**config.mk**
```make
export PLATFORM = sky130hd
export DESIGN_NAME = rf_stream_aux_rx_config_regs
export DESIGN_NICKNAME = d
export VERILOG_FILES = /design/src/logic/cfg_regs_pkg.sv /design/src/logic/rf_stream_aux_rx_config_regs.sv
export SDC_FILE = /design/constraint.sdc
export NUM_CORES = 1
export LEC_CHECK = 0
export ABC_AREA = 0
export CAP_MARGIN = 25
export CORE_MARGIN = 1
export CORE_UTILIZATION = 65
export CTS_BUF_LIST = sky130_fd_sc_hd__clkbuf_4
export CTS_CLUSTER_DIAMETER = 100
export CTS_CLUSTER_SIZE = 25
export DETAILED_ROUTE_END_ITERATION = 7
export DONT_BUFFER_PORTS = 1
export PLACE_DENSITY_LB_ADDON = 0.2
export RECOVER_POWER = 100
export REMOVE_ABC_BUFFERS = 1
export SKIP_LAST_GASP = 1
export SLEW_MARGIN = 10
export SYNTH_ARGS = -nofsm -noshare
export SYNTH_HDL_FRONTEND = slang
export SYNTH_SLANG_ARGS = --single-unit
export TNS_END_PERCENT = 100
```
**constraint.sdc**
```tcl
create_clock -name core_clk -period 3.05 [get_ports core_clk]
set_input_delay 0.61 -clock core_clk [delete_from_list [all_inputs] [get_ports core_clk]]
set_output_delay 0.61 -clock core_clk [all_outputs]
set_load 0.02 [all_outputs]
```
**src/logic/cfg_regs_pkg.sv**
```systemverilog
// Constants, field layouts and carrier types of the stream, auxiliary and receiver config bank
package cfg_regs_pkg;

  // ****************************************************************
  // Register indices and byte addresses
  // ****************************************************************
  localparam logic [7:0] STREAM_MODE_IDX = 8'h08;
  localparam logic [7:0] AUX_DEF_IDX     = 8'h09;
  localparam logic [7:0] RX_CONF1_IDX    = 8'h0A;
  localparam logic [7:0] CFG_STATUS_IDX  = 8'h3F;
  localparam logic [9:0] STREAM_MODE_ADR = {STREAM_MODE_IDX, 2'b00};
  localparam logic [9:0] AUX_DEF_ADR     = {AUX_DEF_IDX, 2'b00};
  localparam logic [9:0] RX_CONF1_ADR    = {RX_CONF1_IDX, 2'b00};
  localparam logic [9:0] CFG_STATUS_ADR  = {CFG_STATUS_IDX, 2'b00};

  // ****************************************************************
  // Values after reset and the stream write mask
  // ****************************************************************
  localparam logic [7:0] STREAM_MODE_RST = 8'h00;
  localparam logic [7:0] AUX_DEF_RST     = 8'h04;
  localparam logic [7:0] RX_CONF1_RST    = 8'h00;
  localparam logic [7:0] STREAM_MODE_WMASK = 8'h7F;

  // ****************************************************************
  // Field positions
  // ****************************************************************
  localparam int SCF_LSB = 5;
  localparam int SCP_LSB = 3;
  localparam int STX_LSB = 0;
  localparam int NO_CRC_RX_BIT  = 7;
  localparam int CRC_FIFO_BIT   = 6;
  localparam int MOD_AM_BIT     = 5;
  localparam int FD_EN_BIT      = 4;
  localparam int OOK_TRI_BIT    = 3;
  localparam int RX_TOL_BIT     = 2;
  localparam int NFC_N_LSB      = 0;
  localparam int RECEIVE_CHANNEL_SELECT_BIT     = 7;
  localparam int AMD_SEL_BIT    = 6;
  localparam int LP_LSB         = 3;
  localparam int ZERO_LSB       = 0;

  // ****************************************************************
  // Divider bases in fc cycles and unused divider codes
  // ****************************************************************
  localparam logic [6:0] SUBC_BASE_DIV = 7'h40;
  localparam logic [6:0] BPSK_BASE_DIV = 7'h10;
  localparam logic [7:0] TX_BASE_DIV   = 8'h80;
  localparam logic [1:0] BPSK_UNUSED   = 2'b11;
  localparam logic [2:0] TX_UNUSED     = 3'b111;

  // ****************************************************************
  // Carrier types
  // ****************************************************************
  typedef struct packed {
    logic        cyc;
    logic        stb;
    logic        we;
    logic [9:0]  adr;
    logic [3:0]  sel;
    logic [31:0] dat;
  } wb_req_t;

  typedef struct packed {
    logic [6:0] subcarrier_div;
    logic [3:0] report_pulses;
    logic [7:0] tx_period_div;
  } stream_ctrl_t;

  typedef struct packed {
    logic       rx_crc_expected;
    logic       crc_to_fifo;
    logic       modulation_type_sel;
    logic       field_detector_enable;
    logic       rf_output_driver_tristate;
    logic       rx_tolerant;
    logic [1:0] field_on_count;
  } aux_ctrl_t;

  typedef struct packed {
    logic       am_channel_enable;
    logic       pm_channel_enable;
    logic       framing_from_pm;
    logic       am_demod_mixer;
    logic [2:0] lowpass_ctrl;
    logic [2:0] stage_zero;
  } rx_ctrl_t;

endpackage : cfg_regs_pkg

```
**src/logic/rf_stream_aux_rx_config_regs.sv**
```systemverilog
// Wishbone register bank for stream, auxiliary and receiver configuration
//
// The Wishbone interface to the registers was left to the implementer.
`timescale 1ns/100ps
module rf_stream_aux_rx_config_regs (
  input  wire logic                       core_clk,
  input  wire logic                       rst,
  input  wire cfg_regs_pkg::wb_req_t      wb_req,
  output logic                            wb_ack_o,
  output logic [31:0]                     wb_dat_o,
  input  wire logic                       set_default_cmd,
  input  wire logic                       analog_preset_cmd,
  input  wire logic                       analog_preset_am,
  input  wire logic                       bpsk_stream_mode,
  input  wire logic                       reqa_wupa_tx,
  input  wire logic                       anticollision_active,
  input  wire logic                       ook_modulating,
  input  wire logic                       rx_single_channel,
  input  wire logic                       manual_channel_sel,
  input  wire logic                       auto_channel_pm,
  output cfg_regs_pkg::stream_ctrl_t      stream_ctrl,
  output cfg_regs_pkg::aux_ctrl_t         aux_ctrl,
  output cfg_regs_pkg::rx_ctrl_t          rx_ctrl
);
  import cfg_regs_pkg::*;

  // ****************************************************************
  // Register state
  // ****************************************************************
  logic [7:0]   stream_mode_reg;
  logic [7:0]   stream_mode_next;
  logic [7:0]   aux_def_reg;
  logic [7:0]   aux_def_next;
  logic [7:0]   rx_conf1_reg;
  logic [7:0]   rx_conf1_next;
  logic         ack_reg;
  logic         ack_next;
  logic [31:0]  rdata_reg;
  logic [31:0]  rdata_next;
  stream_ctrl_t stream_reg;
  stream_ctrl_t stream_next;
  aux_ctrl_t    aux_reg;
  aux_ctrl_t    aux_next;
  rx_ctrl_t     rxc_reg;
  rx_ctrl_t     rxc_next;
  logic [3:0]   status_reg;
  logic [3:0]   status_next;

  // ****************************************************************
  // Bus decode
  // ****************************************************************
  logic         req_live;
  logic         wr_commit;
  logic         lane0;
  logic [1:0]   scf;
  logic [1:0]   scp;
  logic [2:0]   stx;

  // A request is live while both cyc and stb are high
  assign req_live  = wb_req.cyc & wb_req.stb;
  // Writes land on the edge that samples ack, as the master expects
  assign wr_commit = req_live & wb_req.we & ack_reg;
  // Only byte lane 0 carries register bits
  assign lane0     = wb_req.sel[0];

  // Field slices of the stream register
  assign scf = stream_mode_reg[SCF_LSB +: 2];
  assign scp = stream_mode_reg[SCP_LSB +: 2];
  assign stx = stream_mode_reg[STX_LSB +: 3];

  // ****************************************************************
  // Wishbone answer
  // ****************************************************************

  // Ack one cycle after the request, then drop for one cycle
  always_comb begin
    ack_next   = req_live & ~ack_reg;
    rdata_next = rdata_reg;
    if (req_live && !ack_reg) begin
      rdata_next = 32'h0000_0000; // Unmapped reads return zero
      case (wb_req.adr)
        STREAM_MODE_ADR: begin
          rdata_next[7:0] = stream_mode_reg;
        end
        AUX_DEF_ADR: begin
          rdata_next[7:0] = aux_def_reg;
        end
        RX_CONF1_ADR: begin
          rdata_next[7:0] = rx_conf1_reg;
        end
        CFG_STATUS_ADR: begin
          rdata_next[3:0] = status_reg;
        end
        default: begin
          rdata_next = 32'h0000_0000;
        end
      endcase
    end
  end

  always_ff @(posedge core_clk or posedge rst) begin
    if (rst) begin
      ack_reg   <= 1'b0;
      rdata_reg <= 32'h0000_0000;
    end else begin
      ack_reg   <= ack_next;
      rdata_reg <= rdata_next;
    end
  end

  // ****************************************************************
  // Configuration registers
  // ****************************************************************

  // Set-default has top priority; a bus write beats the analog preset
  // so software can still override the preset modulation type
  always_comb begin
    stream_mode_next = stream_mode_reg;
    aux_def_next     = aux_def_reg;
    rx_conf1_next    = rx_conf1_reg;
    if (analog_preset_cmd) begin
      aux_def_next[MOD_AM_BIT] = analog_preset_am;
    end
    if (wr_commit && lane0) begin
      case (wb_req.adr)
        STREAM_MODE_ADR: begin
          stream_mode_next = wb_req.dat[7:0] & STREAM_MODE_WMASK;
        end
        AUX_DEF_ADR: begin
          aux_def_next = wb_req.dat[7:0];
        end
        RX_CONF1_ADR: begin
          rx_conf1_next = wb_req.dat[7:0];
        end
        default: begin
          stream_mode_next = stream_mode_reg; // Unmapped write ignored
        end
      endcase
    end
    if (set_default_cmd) begin
      stream_mode_next = STREAM_MODE_RST;
      aux_def_next     = AUX_DEF_RST;
      rx_conf1_next    = RX_CONF1_RST;
    end
  end

  // Power-up defaults come through the asynchronous reset
  always_ff @(posedge core_clk or posedge rst) begin
    if (rst) begin
      stream_mode_reg <= STREAM_MODE_RST;
      aux_def_reg     <= AUX_DEF_RST;
      rx_conf1_reg    <= RX_CONF1_RST;
    end else begin
      stream_mode_reg <= stream_mode_next;
      aux_def_reg     <= aux_def_next;
      rx_conf1_reg    <= rx_conf1_next;
    end
  end

  // ****************************************************************
  // Stream mode decode
  // ****************************************************************

  // Dividers are counts of fc cycles; unused codes give zero,
  // which stops the stream engine rather than guessing a rate
  always_comb begin
    stream_next = stream_reg;
    if (bpsk_stream_mode) begin
      if (scf == BPSK_UNUSED) begin
        stream_next.subcarrier_div = 7'h00;
      end else begin
        stream_next.subcarrier_div = BPSK_BASE_DIV >> scf;
      end
    end else begin
      stream_next.subcarrier_div = SUBC_BASE_DIV >> scf;
    end
    stream_next.report_pulses = 4'h1 << scp;
    if (stx == TX_UNUSED) begin
      stream_next.tx_period_div = 8'h00;
    end else begin
      stream_next.tx_period_div = TX_BASE_DIV >> stx;
    end
  end

  always_ff @(posedge core_clk or posedge rst) begin
    if (rst) begin
      stream_reg <= '0;
    end else begin
      stream_reg <= stream_next;
    end
  end

  // ****************************************************************
  // Auxiliary decode
  // ****************************************************************

  // CRC is expected unless software or an auto-no-CRC case says not
  always_comb begin
    aux_next = aux_reg;
    aux_next.rx_crc_expected = ~(aux_def_reg[NO_CRC_RX_BIT]
                                 | reqa_wupa_tx
                                 | anticollision_active);
    aux_next.crc_to_fifo = aux_def_reg[CRC_FIFO_BIT];
    aux_next.modulation_type_sel = aux_def_reg[MOD_AM_BIT];
    aux_next.field_detector_enable = aux_def_reg[FD_EN_BIT];
    // Tristate only while OOK is both selected and active
    aux_next.rf_output_driver_tristate = aux_def_reg[OOK_TRI_BIT]
                                         & ~aux_def_reg[MOD_AM_BIT]
                                         & ook_modulating;
    aux_next.rx_tolerant = aux_def_reg[RX_TOL_BIT];
    aux_next.field_on_count = aux_def_reg[NFC_N_LSB +: 2];
  end

  // Reset image matches the register defaults, tolerance on
  always_ff @(posedge core_clk or posedge rst) begin
    if (rst) begin
      aux_reg <= '{rx_crc_expected: 1'b1, crc_to_fifo: 1'b0,
                   modulation_type_sel: 1'b0, field_detector_enable: 1'b0,
                   rf_output_driver_tristate: 1'b0, rx_tolerant: 1'b1,
                   field_on_count: 2'b00};
    end else begin
      aux_reg <= aux_next;
    end
  end

  // ****************************************************************
  // Receiver decode
  // ****************************************************************

  // Single channel: select bit enables one; dual: both stay on
  always_comb begin
    rxc_next = rxc_reg;
    if (rx_single_channel) begin
      rxc_next.am_channel_enable = ~rx_conf1_reg[RECEIVE_CHANNEL_SELECT_BIT];
      rxc_next.pm_channel_enable = rx_conf1_reg[RECEIVE_CHANNEL_SELECT_BIT];
      rxc_next.framing_from_pm   = rx_conf1_reg[RECEIVE_CHANNEL_SELECT_BIT];
    end else begin
      rxc_next.am_channel_enable = 1'b1;
      rxc_next.pm_channel_enable = 1'b1;
      if (manual_channel_sel) begin
        rxc_next.framing_from_pm = rx_conf1_reg[RECEIVE_CHANNEL_SELECT_BIT];
      end else begin
        rxc_next.framing_from_pm = auto_channel_pm;
      end
    end
    rxc_next.am_demod_mixer = rx_conf1_reg[AMD_SEL_BIT];
    rxc_next.lowpass_ctrl   = rx_conf1_reg[LP_LSB +: 3];
    rxc_next.stage_zero     = rx_conf1_reg[ZERO_LSB +: 3];
  end

  always_ff @(posedge core_clk or posedge rst) begin
    if (rst) begin
      rxc_reg <= '0;
    end else begin
      rxc_reg <= rxc_next;
    end
  end

  // ****************************************************************
  // Status register
  // ****************************************************************

  // Bit0 CRC expected, bit1 bad BPSK code, bit2 bad Tx code,
  // bit3 one-pulse count outside BPSK mode
  always_comb begin
    status_next    = status_reg;
    status_next[0] = aux_next.rx_crc_expected;
    status_next[1] = bpsk_stream_mode & (scf == BPSK_UNUSED);
    status_next[2] = (stx == TX_UNUSED);
    status_next[3] = ~bpsk_stream_mode & (scp == 2'b00);
  end

  always_ff @(posedge core_clk or posedge rst) begin
    if (rst) begin
      status_reg <= 4'h1;
    end else begin
      status_reg <= status_next;
    end
  end

  // ****************************************************************
  // Outputs, all straight from flip-flops
  // ****************************************************************
  assign wb_ack_o    = ack_reg;
  assign wb_dat_o    = rdata_reg;
  assign stream_ctrl = stream_reg;
  assign aux_ctrl    = aux_reg;
  assign rx_ctrl     = rxc_reg;

endmodule : rf_stream_aux_rx_config_regs

```
==> impl_metrics.py <==
metrics = {
    "timing": {
        "tns_ns": 0,
        "finalSetupViolCount": 0,
        "max_freq_ghz": 0.459,
        "fin_crit_ns": 2.18,
        "layout_worst_path_cycle_share_pct": 71.5,
        "skew_ns": 0.0118,
        "hold_viol": 0,
        "hold_slack_ns": 0.231,
        "rsz0062_at_grt": "false",
        "worst_pin_slew_ns": 1.12,
        "slew_headroom_pct": 25.2,
        "slew_violations": 0,
    },
    "run": {
        "drv_cap": 0,
    },
    "finish": {
        "mostFrequentLayoutCells": "dfrtp_1 (66), o21ai_0 (28), conb_1 (27), nand4_1 (21), a21oi_1 (21)",
        "drive_above_1_share_pct": 8.12,
        "seq_area_um2": 1730,
        "multi_input_area_um2": 1060,
        "final_nets": 327,
        "fillers": 341,
        "n_antenna_cell": 0,
        "syn_to_final_growth_pct": -0.945,
        "largest_reg_flops": 16,
        "mostFrequentLayoutCell": "dfrtp_1",
    },
    "synthesis": {
        "synthArstFlopShare_pct": 100,
        "synth_ff_type": "dfrtp_1",
        "netlist_instances": 271,
        "synth_enable_flop_cells": 0,
        "ys_warn_count": 0,
        "syn-cell-area_um2": 3050,
        "avgSynthCellArea_um2": 11.2,
        "ys_ff_latch": 69,
        "seq_area_frac_synth_pct": 56.8,
        "yosys.cell_types.count": 40,
    },
    "detailed_routing": {
        "drt_iter0_markers": 207,
        "detail-route-antenna-nets": 0,
        "vias_per_cell": 6.20,
        "dr.pass1.iters": 5,
        "vias": 2002,
        "wire_per_inst_um": 19.3,
        "wl_mm": 6.23,
        "drcViolationCount": 0,
    },
    "worst_hold_path": {
        "min_from": "anticollision_active",
        "whs_endpoint": "status_reg[0]$_DFF_PP1_",
        "min_delay_path_depth": 1,
        "hold_class": "input port to register",
    },
    "global_route": {
        "grt.total_usage_pct": 26.4,
        "antenna_found_initial": 0,
        "grt_remaining_overflow": 0,
        "grt_pass1_wl_mm": 9.85,
        "grt_pass1_vias": 1934,
        "grt_max_degree": 40,
    },
    "worst_setup_path": {
        "critical_path_class": "input port to register",
        "rr_startpoint": "wb_ack_o$_DFF_PP0_",
        "reg2regPathDepth": 4,
        "cp_data_arrival_time_ns": 2.45,
        "r2r_setup_slack_ns": 1.11,
        "endpoint_kind": "register",
        "cp-start-kind": "input port",
        "crit_fanout": 21,
        "r2r_end": "aux_def_reg[5]$_DFF_PP0_",
        "required_ns": 3.32,
    },
    "power": {
        "ir_worst_vdd_mv": 0.329,
        "power_density_nw_per_um2": 513,
        "total_power_w": 0.00155,
        "leakagePower_nw": 1.41,
    },
    "placed_design": {
        "portBuffers": 0,
        "hpwl_mm": 4.12,
        "gp_congestion": 0.797,
    },
    "cts": {
        "cts_setup_buffers": 0,
        "h-tree-depth": 3,
        "cts_sinks": 69,
        "clkTransAtPathRegs_ns": 0.11,
        "numCtsBuffers": 9,
        "cts_buffer_depth": 2,
        "clk_latency_ns": 0.40,
        "cts_resized": 0,
        "clockRootBuffer": "clkbuf_4",
        "hold_buffers": 0,
        "cts_tree": "built",
    },
    "floorplanning": {
        "ios": 131,
        "fp.dieW_um": 70.5,
        "dieArea_um2": 4960,
        "placementRows": 24,
        "initial_core_util_pct": 69.0,
        "die_h_um": 70.5,
        "coreArea_um2": 4410,
    },
    "run_status": {
        "status": "complete, no violations",
    },
}
Yosys cell counts (all sizes together), types with 3 or more instances:
cell type | instances | area share, %
nor3b | 5 | 1.2
buf | 37 | 9.1
and2 | 3 | 0.62
a22o | 12 | 3.5
nor2b | 6 | 1.3
nand3b | 5 | 1.2
mux2i | 9 | 3.0
o21ai | 28 | 4.6
nor3 | 5 | 1.2
dfrtp | 66 | 54
nand4 | 21 | 4.3
a21oi | 21 | 3.5
and3 | 4 | 0.86
dfstp | 3 | 2.6
nand2 | 7 | 0.86
and3b | 3 | 0.86
clkbuf | 9 | 1.2
nand3 | 6 | 1.6
nor2 | 11 | 1.6
cell type report:
cell class              count  share of cell area (%)
inverters                   2                   0.249
clock buffers               9                    2.24
well taps                  52                    2.16
repair buffers              4                   0.912
flip-flops and latches     69                    57.4
multi-input cells         180                    35.2
clock inverters             7                    1.87
logic make-up (layout without fill, tap and decap cells):
logic type,after synthesis,after routing,share of synthesized area (%)
buffers and inverters,48,22,10.6
other,1,27,0.123
xor gates and xnor gates,1,1,0.288
DFF,69,69,56.8
AOI/OAI and AO/OA,63,63,12.2
and+or+nand+nor,78,78,16.1
muxes,11,11,3.82
worst max-delay path, cell delays in order:
cell and delay (ns):
nor3_1 0.59, nand3_1 0.74, o21ai_0 0.40, a21oi_1 0.11
where the power goes:
group	internal (W)	total (W)	switching (W)
logic	0.0000130	0.0000768	0.0000638
registers	0.000921	0.000930	0.00000989
clock network	0.000238	0.000539	0.000301
through the flow:
stage	setup slack [ns]	util, %	instances	area [um2]
after detailed placement	0.935	66.5	307	2940
final	0.870	68.3	323	3020
after CTS	1.10	69.3	323	3060
after global routing	0.556	68.3	323	3020
after floorplan	0.705	-	251	2830
after global placement	0.985	66.5	307	2940
worst max path at each step:
stage / start / endpoint / slack (ns) / cells after the start
5_1_grt: wb_req[42] / stream_mode_reg[4]$_DFFE_PP0P_ / 0.56 / 4
3_5_place_dp: wb_req[42] / stream_mode_reg[6]$_DFFE_PP0P_ / 0.93 / 4
2_1_floorplan: rst / aux_ctrl[0]$_DFF_PP0_ / 0.71 / 1
4_1_cts: wb_ack_o$_DFF_PP0_ / stream_mode_reg[1]$_DFFE_PP0P_ / 1.10 / 5
6_report: wb_req[42] / stream_mode_reg[4]$_DFFE_PP0P_ / 0.87 / 4
3_3_place_gp: wb_req[42] / stream_mode_reg[5]$_DFFE_PP0P_ / 0.99 / 4
per-layer routing:
layer / global-route usage [%] / up-vias / part of all wire (%)
met5: 0 / - / 0
met4: 13.1 / 0 / 2.5
met3: 8.37 / 19 / 11
met2: 40.0 / 144 / 47
met1: 34.3 / 932 / 40
li1: - / 907 / -
No activity file was read; power rests on OpenSTA's default activity.
